$ cat src/hdl/umsr_pkg.sv
// Package: shared constants and carrier types for the master SPI port
package umsr_pkg;

  localparam int unsigned DATA_W = 8;
  localparam int unsigned BAUD_W = 16;

  // Clock rate and period
  localparam int unsigned CLK_MHZ = 125;
  localparam int unsigned CLK_PERIOD_NS = 8;

  // RS-485 control field encodings
  localparam logic [1:0] RS485_OFF = 2'h0;
  localparam logic [1:0] RS485_EXT = 2'h1;
  localparam logic [1:0] RS485_INT = 2'h2;

  // Reset values and bit count/index constants
  localparam logic [DATA_W-1:0] DATA_RST = 8'h00;
  localparam logic [BAUD_W-1:0] BAUD_RST = 16'h0000;
  localparam logic [3:0] CNT_RST = 4'h0;
  localparam logic [3:0] LAST_BIT = 4'h7;
  localparam logic [3:0] BIT_ONE = 4'h1;
  localparam logic [BAUD_W-1:0] BAUD_ONE = 16'h0001;
  localparam logic [2:0] MSB_IDX = 3'h7;

  // Error flags, unused in master SPI mode
  localparam logic [2:0] ERR_NONE = 3'h0;

  // Shift engine states
  typedef enum logic [1:0] {
    UMSR_IDLE,
    UMSR_GUARD,
    UMSR_LEAD,
    UMSR_TRAIL
  } umsr_state_e;

  // Static configuration group
  typedef struct packed {
    logic tx_en;
    logic rx_en;
    logic cpol;
    logic cpha;
    logic lsb_first;
    logic [1:0] rs485;
    logic [BAUD_W-1:0] baud_div;
  } umsr_cfg_s;

  // Received word with its status flags
  typedef struct packed {
    logic [2:0] err;
    logic [DATA_W-1:0] data;
  } umsr_rx_s;

endpackage

$ cat src/hdl/umsr_buf2.sv
// Two-entry valid/ready buffer holding data words
`timescale 1ns/1ps
module umsr_buf2 #(
  parameter int unsigned W = 8
) (
  input wire logic core_clk_i,
  input wire logic rst_i,
  input wire logic ce_i,
  input wire logic flush_i,
  input wire logic in_valid_i,
  output logic in_ready_o,
  input wire logic [W-1:0] in_data_i,
  output logic out_valid_o,
  input wire logic out_ready_i,
  output logic [W-1:0] out_data_o
);
  logic [W-1:0] mem_ff [2];
  logic wr_ptr_ff;
  logic rd_ptr_ff;
  logic [1:0] cnt_ff;
  logic push;
  logic pop;

  // Honest flags: full at two, empty at zero
  assign in_ready_o = (cnt_ff != 2'h2);
  assign out_valid_o = (cnt_ff != 2'h0);
  assign out_data_o = mem_ff[rd_ptr_ff];
  assign push = in_valid_i && in_ready_o;
  assign pop = out_valid_o && out_ready_i;

  // Storage written by index
  always_ff @(posedge core_clk_i or posedge rst_i) begin
    if (rst_i) begin
      mem_ff[0] <= '0;
      mem_ff[1] <= '0;
    end else if (ce_i && push) begin
      mem_ff[wr_ptr_ff] <= in_data_i;
    end
  end

  // Pointers and occupancy
  always_ff @(posedge core_clk_i or posedge rst_i) begin
    if (rst_i) begin
      wr_ptr_ff <= 1'b0;
      rd_ptr_ff <= 1'b0;
      cnt_ff <= 2'h0;
    end else if (ce_i) begin
      if (flush_i) begin
        wr_ptr_ff <= 1'b0;
        rd_ptr_ff <= 1'b0;
        cnt_ff <= 2'h0;
      end else begin
        if (push) wr_ptr_ff <= ~wr_ptr_ff;
        if (pop) rd_ptr_ff <= ~rd_ptr_ff;
        if (push && !pop) cnt_ff <= cnt_ff + 2'h1;
        else if (pop && !push) cnt_ff <= cnt_ff - 2'h1;
      end
    end
  end
endmodule

$ cat src/hdl/umsr_baud.sv
// Baud tick generator: one pulse per half transfer-clock period
`timescale 1ns/1ps
module umsr_baud #(
  parameter int unsigned W = 16
) (
  input wire logic core_clk_i,
  input wire logic rst_i,
  input wire logic ce_i,
  input wire logic run_i,
  input wire logic [W-1:0] div_i,
  output logic tick_o
);
  logic [W-1:0] cnt_ff;

  // Counts div_i+1 cycles per tick; restarts whenever the engine idles
  always_ff @(posedge core_clk_i or posedge rst_i) begin
    if (rst_i) begin
      cnt_ff <= '0;
      tick_o <= 1'b0;
    end else if (ce_i) begin
      if (!run_i || cnt_ff >= div_i) begin
        cnt_ff <= '0;
        tick_o <= run_i;
      end else begin
        cnt_ff <= cnt_ff + W'(1);
        tick_o <= 1'b0;
      end
    end
  end
endmodule

$ cat src/hdl/umsr_core.sv
// Master SPI serial port with RS-485 direction control
`timescale 1ns/1ps

module umsr_core #(
  parameter int unsigned DW = umsr_pkg::DATA_W
) (
  input wire logic core_clk_i,
  input wire logic rst_i,
  input wire logic ce_i,
  input wire umsr_pkg::umsr_cfg_s cfg_i,
  input wire logic tx_wr_i,
  input wire logic [DW-1:0] tx_data_i,
  output logic tx_ready_o,
  output logic rx_valid_o,
  input wire logic rx_ready_i,
  output umsr_pkg::umsr_rx_s rx_word_o,
  output logic tx_empty_o,
  output logic tx_done_o,
  output logic xfer_clk_o,
  output logic mosi_o,
  output logic mosi_oe_o,
  input wire logic miso_i,
  output logic tx_dir_o
);
  import umsr_pkg::*;

  // ----------------------------------------------------------------
  // Signals
  // ----------------------------------------------------------------
  umsr_state_e state_ff;
  logic [DW-1:0] tx_shift_ff;
  logic [DW-1:0] rx_shift_ff;
  logic [3:0] bit_cnt_ff;
  logic tick;
  logic run;
  logic txb_valid;
  logic txb_ready;
  logic [DW-1:0] txb_data;
  logic load;
  logic rx_push;
  logic [DW-1:0] rx_push_data;
  logic rxb_ready;
  logic rxb_valid;
  logic [DW-1:0] rxb_data;
  logic out_bit;
  logic last_bit;
  logic in_frame;
  logic rx_flush;
  logic rx_samp;
  logic rx_take;

  // ----------------------------------------------------------------
  // Transmit buffer
  // ----------------------------------------------------------------
  // Writes queue here while a frame shifts; no collision flag exists
  umsr_buf2 #(
    .W(DW)
  ) u_txbuf (
    .core_clk_i(core_clk_i),
    .rst_i(rst_i),
    .ce_i(ce_i),
    .flush_i(!cfg_i.tx_en),
    .in_valid_i(tx_wr_i && cfg_i.tx_en),
    .in_ready_o(txb_ready),
    .in_data_i(tx_data_i),
    .out_valid_o(txb_valid),
    .out_ready_i(load),
    .out_data_o(txb_data)
  );

  // ----------------------------------------------------------------
  // Receive buffer
  // ----------------------------------------------------------------
  // Disabling the receiver flushes pending words at once
  assign rx_flush = !cfg_i.rx_en;
  // The output register mirrors the buffer head, so a word leaves the
  // buffer only when the consumer takes it from the output
  assign rx_take = rx_ready_i && rx_valid_o && cfg_i.rx_en;

  umsr_buf2 #(
    .W(DW)
  ) u_rxbuf (
    .core_clk_i(core_clk_i),
    .rst_i(rst_i),
    .ce_i(ce_i),
    .flush_i(rx_flush),
    .in_valid_i(rx_push),
    .in_ready_o(rxb_ready),
    .in_data_i(rx_push_data),
    .out_valid_o(rxb_valid),
    .out_ready_i(rx_take),
    .out_data_o(rxb_data)
  );

  // ----------------------------------------------------------------
  // Baud generator
  // ----------------------------------------------------------------
  // Only the divider sets the rate; there is no double-speed bit.
  // The divider is integer only, so the user picks a value whose rate
  // error stays inside the budget shared with the far receiver
  assign run = (state_ff != UMSR_IDLE);

  umsr_baud #(
    .W(BAUD_W)
  ) u_baud (
    .core_clk_i(core_clk_i),
    .rst_i(rst_i),
    .ce_i(ce_i),
    .run_i(run),
    .div_i(cfg_i.baud_div),
    .tick_o(tick)
  );

  // ----------------------------------------------------------------
  // Shift engine
  // ----------------------------------------------------------------
  // Outgoing bit selected by bit order select
  assign out_bit = cfg_i.lsb_first ? tx_shift_ff[0]
                                   : tx_shift_ff[MSB_IDX];
  assign last_bit = (bit_cnt_ff == LAST_BIT);
  // A new frame loads only when the engine is idle and a word waits;
  // a receive word that would overflow stalls the start instead
  assign load = (state_ff == UMSR_IDLE) && txb_valid && cfg_i.tx_en
                && (rxb_ready || !cfg_i.rx_en);
  assign in_frame = (state_ff == UMSR_LEAD) || (state_ff == UMSR_TRAIL);

  // Sample point follows the phase bit: phase 0 samples on the leading
  // edge, phase 1 on the trailing edge, half a period after the slave
  // has moved its bit; sampling stops at once if the transmitter drops
  assign rx_samp = tick && cfg_i.tx_en
                   && (cfg_i.cpha ? (state_ff == UMSR_TRAIL)
                                  : (state_ff == UMSR_LEAD));

  // Received word is pushed on the final sample edge
  assign rx_push = cfg_i.rx_en && rx_samp
                   && last_bit;
  assign rx_push_data = cfg_i.lsb_first ? {miso_i, rx_shift_ff[DW-1:1]}
                                        : {rx_shift_ff[DW-2:0], miso_i};

  // State sequencing: guard half period, then lead/trail per bit
  always_ff @(posedge core_clk_i or posedge rst_i) begin
    if (rst_i) begin
      state_ff <= UMSR_IDLE;
      bit_cnt_ff <= CNT_RST;
    end else if (ce_i) begin
      if (!cfg_i.tx_en) begin
        state_ff <= UMSR_IDLE;
        bit_cnt_ff <= CNT_RST;
      end else begin
        case (state_ff)
          UMSR_IDLE: begin
            bit_cnt_ff <= CNT_RST;
            if (load) state_ff <= UMSR_GUARD;
          end
          UMSR_GUARD: begin
            if (tick) state_ff <= UMSR_LEAD;
          end
          UMSR_LEAD: begin
            if (tick) state_ff <= UMSR_TRAIL;
          end
          UMSR_TRAIL: begin
            if (tick) begin
              if (last_bit) begin
                state_ff <= UMSR_IDLE;
              end else begin
                state_ff <= UMSR_LEAD;
                bit_cnt_ff <= bit_cnt_ff + BIT_ONE;
              end
            end
          end
          default: state_ff <= UMSR_IDLE;
        endcase
      end
    end
  end

  // Transmit shifter: with phase 0 the bit is set up before the
  // leading edge; with phase 1 it changes on the leading edge
  always_ff @(posedge core_clk_i or posedge rst_i) begin
    if (rst_i) begin
      tx_shift_ff <= DATA_RST;
    end else if (ce_i) begin
      if (load) begin
        tx_shift_ff <= txb_data;
      end else if (tick && state_ff == UMSR_TRAIL && !last_bit) begin
        tx_shift_ff <= cfg_i.lsb_first ? {1'b0, tx_shift_ff[DW-1:1]}
                                       : {tx_shift_ff[DW-2:0], 1'b0};
      end
    end
  end

  // Receive shifter takes one bit at each sample point
  always_ff @(posedge core_clk_i or posedge rst_i) begin
    if (rst_i) begin
      rx_shift_ff <= DATA_RST;
    end else if (ce_i) begin
      if (load) begin
        rx_shift_ff <= DATA_RST;
      end else if (rx_samp && cfg_i.rx_en) begin
        rx_shift_ff <= rx_push_data;
      end
    end
  end

  // ----------------------------------------------------------------
  // Pin drivers
  // ----------------------------------------------------------------
  // Clock toggles only inside the frame, resting at polarity level.
  // The phase bit moves data half a period later, as SPI CPHA does.
  always_ff @(posedge core_clk_i or posedge rst_i) begin
    if (rst_i) begin
      xfer_clk_o <= 1'b0;
      mosi_o <= 1'b0;
    end else if (ce_i) begin
      // A dropped transmitter returns the pin to rest in the same cycle
      if (cfg_i.tx_en && state_ff == UMSR_LEAD && tick) begin
        xfer_clk_o <= ~cfg_i.cpol;
      end else if (!in_frame || !cfg_i.tx_en
                   || (state_ff == UMSR_TRAIL && tick)) begin
        xfer_clk_o <= cfg_i.cpol;
      end
      if (cfg_i.cpha) begin
        if (state_ff == UMSR_LEAD && tick) mosi_o <= out_bit;
      end else if (state_ff == UMSR_GUARD || state_ff == UMSR_LEAD) begin
        mosi_o <= out_bit;
      end
    end
  end

  // Direction output for both RS-485 modes; transmit pin enable follows the frame in internal mode only;
  // the guard half period gives the external driver time to turn on
  always_ff @(posedge core_clk_i or posedge rst_i) begin
    if (rst_i) begin
      tx_dir_o <= 1'b0;
      mosi_oe_o <= 1'b0;
    end else if (ce_i) begin
      tx_dir_o <= (cfg_i.rs485 != RS485_OFF) && run
                  && cfg_i.tx_en;
      if (cfg_i.rs485 == RS485_INT) begin
        mosi_oe_o <= run && cfg_i.tx_en;
      end else begin
        mosi_oe_o <= cfg_i.tx_en;
      end
    end
  end

  // ----------------------------------------------------------------
  // Status outputs
  // ----------------------------------------------------------------
  // Transmit flags mirror buffer state; a write in flight clears the
  // room flag for one cycle so a back-to-back write cannot overfill
  always_ff @(posedge core_clk_i or posedge rst_i) begin
    if (rst_i) begin
      tx_ready_o <= 1'b0;
      tx_empty_o <= 1'b0;
      tx_done_o <= 1'b0;
    end else if (ce_i) begin
      tx_ready_o <= cfg_i.tx_en && txb_ready && !(tx_wr_i && tx_ready_o);
      tx_empty_o <= !txb_valid && !(tx_wr_i && tx_ready_o);
      tx_done_o <= (state_ff == UMSR_TRAIL) && tick && last_bit
                   && !txb_valid;
    end
  end

  // ----------------------------------------------------------------
  // Receive output
  // ----------------------------------------------------------------
  // The output shows the buffer head. After a take it drops for one
  // cycle so the next word is read once the pop has settled; this
  // costs a bubble but never shows one word twice.
  always_ff @(posedge core_clk_i or posedge rst_i) begin
    if (rst_i) begin
      rx_valid_o <= 1'b0;
      rx_word_o <= '0;
    end else if (ce_i) begin
      if (!cfg_i.rx_en) begin
        rx_valid_o <= 1'b0;
      end else if (rx_take) begin
        rx_valid_o <= 1'b0;
      end else if (!rx_valid_o) begin
        rx_valid_o <= rxb_valid;
        rx_word_o <= '{err: ERR_NONE, data: rxb_data};
      end
    end
  end

endmodule

$ cat config.mk
export PLATFORM = sky130hd
export DESIGN_NAME = umsr_core
export DESIGN_NICKNAME = d
export VERILOG_FILES = /design/src/hdl/umsr_pkg.sv /design/src/hdl/umsr_buf2.sv /design/src/hdl/umsr_baud.sv /design/src/hdl/umsr_core.sv
export SDC_FILE = /design/constraint.sdc
export NUM_CORES = 1
export LEC_CHECK = 0
export ABC_CLOCK_PERIOD_IN_PS = 2940
export BUFFER_PORTS_ARGS = -buffer_cell sky130_fd_sc_hd__buf_2
export CORE_MARGIN = 5
export CORE_UTILIZATION = 30
export DETAILED_ROUTE_END_ITERATION = 16
export GPL_ROUTABILITY_DRIVEN = 0
export PLACE_DENSITY = 0.49
export SLEW_MARGIN = 20
export SYNTH_ARGS = -nofsm -noshare
export SYNTH_HDL_FRONTEND = slang
export SYNTH_SLANG_ARGS = --single-unit
$ cat constraint.sdc
create_clock -name core_clk_i -period 2.94 [get_ports core_clk_i]
set_input_delay 0.588 -clock core_clk_i [delete_from_list [all_inputs] [get_ports core_clk_i]]
set_output_delay 0.588 -clock core_clk_i [all_outputs]
set_load 0.01 [all_outputs]
==> run summary, run 1 <==
cell taking the most area after synthesis = dfrtp_1
highest metal used = met4
met3 WL post-DR = 516 um
placed insts = 767
CTS Buf Count = 9
pin count of the biggest net entering global routing = 33
Primary FF master, synth = dfrtp_1
Avg Cell Area, Syn = 9.806 sq um
leak pwr = 2.658 nW
power after layout = 3.926 mW
initial antenna violation count = 0
multi-input logic area = 2427 sq um
vias in the first global route = 3,733
Starting Density = 0.3056
Clock Latency Late Sink = 0.35 ns
DR pass1 iterations = 4
Filler Cell Count = 1,677
placed cell areas = 5522 sq um
cells after synthesis = 515
FP Rows = 47
clk slew on worst S/H paths = 0.07 ns
hold_ws = 0.3462 ns
crit-path cells = ha_1, and4_1, nand4_1, or4_1, a31oi_1, nor2_1
fin crit share = 0.8684
Synth cell types = 49
CTS Sinks = 95
clk_skew = 0.008198 ns
crit end category = register
Buf+Inv Stages, Crit Path = 0
Pwr per Cell Area = 670.7 nW/um^2
Tightest Hold Check Type = input port to async pin
CP max stage delay = 0.67 ns
top-area cell type share of the netlist area = 0.4708
die area = 19,530 sq um
total track usage = 0.1151
Cell Area, Synth = 5050 sq um
Synth Register Bits = 95
Worst Slack Setup Final = 0.3869 ns
M1 wire length = 5248 um
H-Tree Level Count = 3
non-filler cells, final = 784
DRT antenna net count = 0
family with the most delay on the worst path = simple AND/OR/NAND/NOR gates
worst vdd ir = 380.2 uV
Vias = 3,749
main area contributors after synthesis = dfrtp_1 47%, mux2_2 5.8%, ha_1 5.5%
slew at the pin closest to its max-slew limit = 0.9741 ns
wire length on met2 = 4851 um
post-route cell area = 5853 sq um
switch share = 0.3029
die height = 139.7 um
Root Driver = clkbuf_16
Worst Path Required = 3.13 ns
status = finished clean
fin util = 0.3542
share of cells above drive strength 1 = 0.1936
top-count cell post-synth = dfrtp_1
Setup Fix Bufs, Post-CTS = 0
register-to-register setup slack = 0.39 ns
Layout Nets = 617
worst-path fanout max = 11
CTS tree = yes
Clk network pwr share = 0.326
WL/cell = 13.73 um
Max Fclk = 391.7 MHz
CP arrival = 2.74 ns
global-route wire length before repair = 18,470 um
port bufs = 52
min cycle time layout = 2.553 ns
dpl hpwl = 7978 um
Setup WS pre-CTS = 0.06458 ns
DRC = 0
number of synthesized flops with an enable pin = 0
CP Class = register to register
Psw = 1.189 mW
post-synthesis sequential area ratio = 0.4708
Placeable Area = 16,520 sq um
gr ovfl total = 0
crit path launch type = register
sequential power share = 0.442
yosys warns = 0
Internal = 2.737 mW
Final Max Slew Viols = 0
Hold Buf Count CTS = 0
register area = 2377 sq um
Post-synth ARST share = 1.000
DRT Wirelength = 10,770 um
Final Hold Vio Count = 0
IO Pins = 56
Post-CTS Resized = 0
logic gate share of total power = 0.232
slowest stage cell, crit path = a31oi_1
max cap viols = 0
RSZ-0062 raised after global routing = no
Die X = 139.7 um
DR iter-0 viols = 196
setup TNS = 0 ns
Clock Path Buffers = 2
P&R area growth vs syn = 15.91%
synth cell count leaders = 95 x dfrtp_1, 64 x nand2_1, 34 x o21ai_0, 30 x inv_1, 29 x nor2_1
slew margin rel. = 0.3462
via/cell ratio = 4.782
final setup fails = 0
[final timing paths]
path | cells after the start | from | end
max | 6 | u_baud.cnt_ff[13] | u_baud.cnt_ff[15]
min | 2 | rst_i | rx_word_o[7]
max reg2reg | 6 | u_baud.cnt_ff[13] | u_baud.cnt_ff[15]
min reg2reg | 2 | rx_word_o[2] | rx_word_o[2]
max in group asynchronous | 3 | rst_i | u_txbuf.mem_ff[1]
min in group core_clk_i | 2 | rx_word_o[2] | rx_word_o[2]
[metal layers]
metal	global-route usage	up-vias
met4	0.03672	0
li1	-	1887
met3	0.03190	12
met5	0	-
met1	0.1563	1781
met2	0.1785	69
[cell type report]
class,count,share of cell area
multi-input combinational,363,0.4147
sequential,95,0.4062
timing repair buffer,59,0.05558
tap,220,0.04703
clock buffer,10,0.04083
inverter,30,0.01988
clock inverter,6,0.01539
antenna,1,0.0004275
[placed cells by master, fill, tap and decap left out, types with 3 or more instances in the layout]
cell type	count
clkbuf_16	9
mux2i_1	25
buf_2	52
buf_4	6
a22o_1	5
mux2_2	26
inv_1	29
nand2_1	64
conb_1	3
o211ai_1	4
nand3_2	3
o21ai_1	23
a21o_1	6
nand2b_1	5
dfrtp_1	95
o21ai_0	34
ha_1	22
a21oi_1	26
xor2_1	4
o2bb2ai_1	3
nand3_1	16
nand4_1	6
xnor2_1	9
nor2_1	29
nor2b_1	3
nor3_1	6
o31ai_1	13
[sequential cells by signal, summed over array words and instances (netlist names)]
signal             cells
u_rxbuf.mem_ff        16
xfer_clk_o             1
state_ff               2
u_rxbuf.wr_ptr_ff      1
tx_empty_o             1
tx_ready_o             1
rx_word_o              8
u_baud.cnt_ff         16
tx_dir_o               1
u_txbuf.wr_ptr_ff      1
rx_shift_ff            8
u_txbuf.cnt_ff         2
u_rxbuf.cnt_ff         2
bit_cnt_ff             4
tx_shift_ff            8
mosi_o                 1
u_baud.tick_o          1
u_txbuf.mem_ff        16
mosi_oe_o              1
u_rxbuf.rd_ptr_ff      1
rx_valid_o             1
u_txbuf.rd_ptr_ff      1
tx_done_o              1
[power by group through the flow]
stage	Sequential, mW	Clock (mW)	Combinational [mW]
floorplan	1.69	0	0.735
global placement	1.75	0	0.911
detailed placement	1.76	0	0.922
CTS	1.74	1.33	0.931
global route	1.77	1.38	1.03
finish	1.73	1.28	0.911
[kinds of logic (layout without fill, tap and decap cells)]
| kind of cell | count (synthesis) | after routing | synth area share |
|---|---|---|---|
| buf+inv | 59 | 105 | 0.05005 |
| simple gates | 147 | 147 | 0.1365 |
| flops | 95 | 95 | 0.4708 |
| other cells | 1 | 4 | 0.0007426 |
| compound gates | 127 | 127 | 0.1573 |
| xor+xnor | 13 | 13 | 0.02255 |
| mux | 51 | 51 | 0.1075 |
| fa+ha+maj | 22 | 22 | 0.05451 |
Note: power is estimated with default switching activity, not from simulation.
==> run 2, diff against run 1 <==
ABC_CLOCK_PERIOD_IN_PS = 2500   (was 2940)
PLACE_DENSITY = 0.47   (was 0.49)
clock period = 2.5 ns   (was 2.94 ns; I/O delays follow)
==> run summary, run 2 (same netlist as run 1, synthesis figures left out) <==
clk_skew = 0.008093 ns (-0.0001044 ns)
worst r2r dst = u_rxbuf.cnt_ff[1]
Clock Path Buffers = 2 (unchanged)
leak pwr = 2.674 nW (+0.62%)
multi-input logic area = 2452 sq um (+1.0%)
Root Driver = clkbuf_16
DRT antenna net count = 0 (unchanged)
CP Class = register to register
Filler Cell Count = 1,693 (+0.95%)
slew margin rel. = 0.3890 (+0.04279)
Starting Density = 0.3056 (unchanged)
worst vdd ir = 405.0 uV (+6.5%)
CP arrival = 2.49 ns (-0.25 ns)
Worst Slack Setup Final = 0.2484 ns (-0.1385 ns)
biggest regs = u_baud.cnt_ff: 16 flops, u_rxbuf.mem_ff: 16 flops, u_txbuf.mem_ff: 16 flops
final setup fails = 0 (unchanged)
Worst Path Required = 2.74 ns (-0.39 ns)
crit end category = register
register area = 2377 sq um (unchanged)
status = finished clean
die height = 139.7 um (unchanged)
gr ovfl total = 0 (unchanged)
Antenna diodes = 0 (-1)
P&R area growth vs syn = 16.63%
Final Hold Vio Count = 0 (unchanged)
r2r startpoint = state_ff[0]
DR pass1 iterations = 7 (+3)
vias in the first global route = 3,797 (+1.7%)
Final Max Slew Viols = 0 (unchanged)
Placeable Area = 16,520 sq um (unchanged)
Vias = 3,701 (-1.3%)
pin count of the biggest net entering global routing = 96 (+190%)
Pwr per Cell Area = 769.5 nW/um^2 (+15%)
share of cells above drive strength 1 = 0.2042 (+0.01062)
Setup Fix Bufs, Post-CTS = 0 (unchanged)
Layout Nets = 622 (+0.81%)
H-Tree Level Count = 3 (unchanged)
RSZ-0062 raised after global routing = yes
IO Pins = 56 (unchanged)
port bufs = 52 (unchanged)
fin crit share = 0.9006 (+0.03223)
clk slew on worst S/H paths = 0.07 ns (about the same)
FP Rows = 47 (unchanged)
WL/cell = 13.54 um (-1.4%)
total track usage = 0.1151 (unchanged)
min cycle time layout = 2.252 ns (-0.3015 ns)
CTS tree = yes
DRT Wirelength = 10,670 um (-0.89%)
CTS Buf Count = 9 (unchanged)
via/cell ratio = 4.697 (-1.8%)
Clock Latency Late Sink = 0.35 ns (about the same)
max cap viols = 0 (unchanged)
worst-path fanout max = 7 (-4)
Tightest Hold Check Type = input port to async pin
global-route wire length before repair = 18,550 um (+0.45%)
Hold Buf Count CTS = 0 (unchanged)
dpl hpwl = 7769 um (-2.6%)
DRC = 0 (unchanged)
die area = 19,530 sq um (unchanged)
Die X = 139.7 um (unchanged)
R2R cell count = 8 (+2)
setup TNS = 0 ns (unchanged)
initial antenna violation count = 0 (unchanged)
register-to-register setup slack = 0.25 ns (-0.14 ns)
most common cell after layout, fill and taps aside = dfrtp_1
Setup WS pre-CTS = -0.2300 ns (-0.2946 ns)
DR iter-0 viols = 152 (-22%)
slew at the pin closest to its max-slew limit = 0.9104 ns (-0.06376 ns)
CTS Sinks = 95 (unchanged)
crit path launch type = register
Max Fclk = 444.1 MHz (+13%)
most frequent cells in the layout = 95 x dfrtp_1, 64 x nand2_1, 52 x buf_2
[run 2: final cells by class]
cell class,instances,share of cell area
inverter,30,0.01976
tap,220,0.04674
timing repair buffer,64,0.06161
clock buffer,9,0.03824
multi-input combinational,363,0.4164
sequential,95,0.4037
clock inverter,7,0.01360
[run 2: per-layer routing]
metal | part of all wire | vias up | GRT usage
li1 | - | 1907 | -
met1 | 0.49 | 1733 | 0.1520
met2 | 0.46 | 52 | 0.1811
met3 | 0.045 | 9 | 0.03911
met4 | 0.012 | 0 | 0.03111
met5 | 0 | - | 0
[run 2: how the worst max path moves through the flow]
| stage | startpoint | endpoint | slack [ns] | depth (start not counted) |
|---|---|---|---|---|
| 2_1_floorplan | cfg_i[15] | u_baud.cnt_ff[0] | 0.37 | 8 |
| 3_3_place_gp | cfg_i[15] | u_baud.cnt_ff[8] | -0.12 | 8 |
| 3_5_place_dp | cfg_i[15] | u_baud.cnt_ff[15] | -0.23 | 8 |
| 4_1_cts | state_ff[0] | rx_shift_ff[6] | 0.17 | 6 |
| 5_1_grt | state_ff[0] | u_rxbuf.wr_ptr_ff | -0.002 | 8 |
| 6_report | state_ff[0] | u_rxbuf.cnt_ff[1] | 0.25 | 8 |
[run 2: report_power, final]
| part | total, mW | internal (mW) | switching, mW | leakage (nW) |
|---|---|---|---|---|
| clock | 1.41 | 0.787 | 0.619 | 0.148 |
| sequential | 2.04 | 1.82 | 0.217 | 1.28 |
| combinational | 1.09 | 0.508 | 0.579 | 1.25 |
| total | 4.53 | 3.12 | 1.42 | 2.67 |
[run 2: timing repair]
item,4_1_cts,5_1_grt
setup endpoints to repair,5,7
cloned,0,0
resized for setup,1,3
[run 2: through the flow]
stage | hold WS (ns) | power [mW] | cells | util | area [sq um]
finish | 0.2855 | 4.532 | 788 | 0.3564 | 5889
global route | 0.3561 | 4.855 | 788 | 0.3564 | 5889
CTS | 0.3165 | 4.621 | 788 | 0.3553 | 5871
detailed placement | 0.4659 | 3.170 | 772 | 0.3364 | 5559
global placement | 0.4624 | 3.137 | 772 | 0.3364 | 5559
floorplan | 0.4364 | 2.854 | 517 | - | 5061
[run 2: critical path: stages (launching register included)]
cell	delay, ns
dfrtp_1	0.43
inv_1	0.13
ha_1	0.29
mux2i_1	0.18
a2111oi_4	0.55
nand3_1	0.17
o211ai_1	0.12
o31ai_1	0.09
a22o_1	0.18
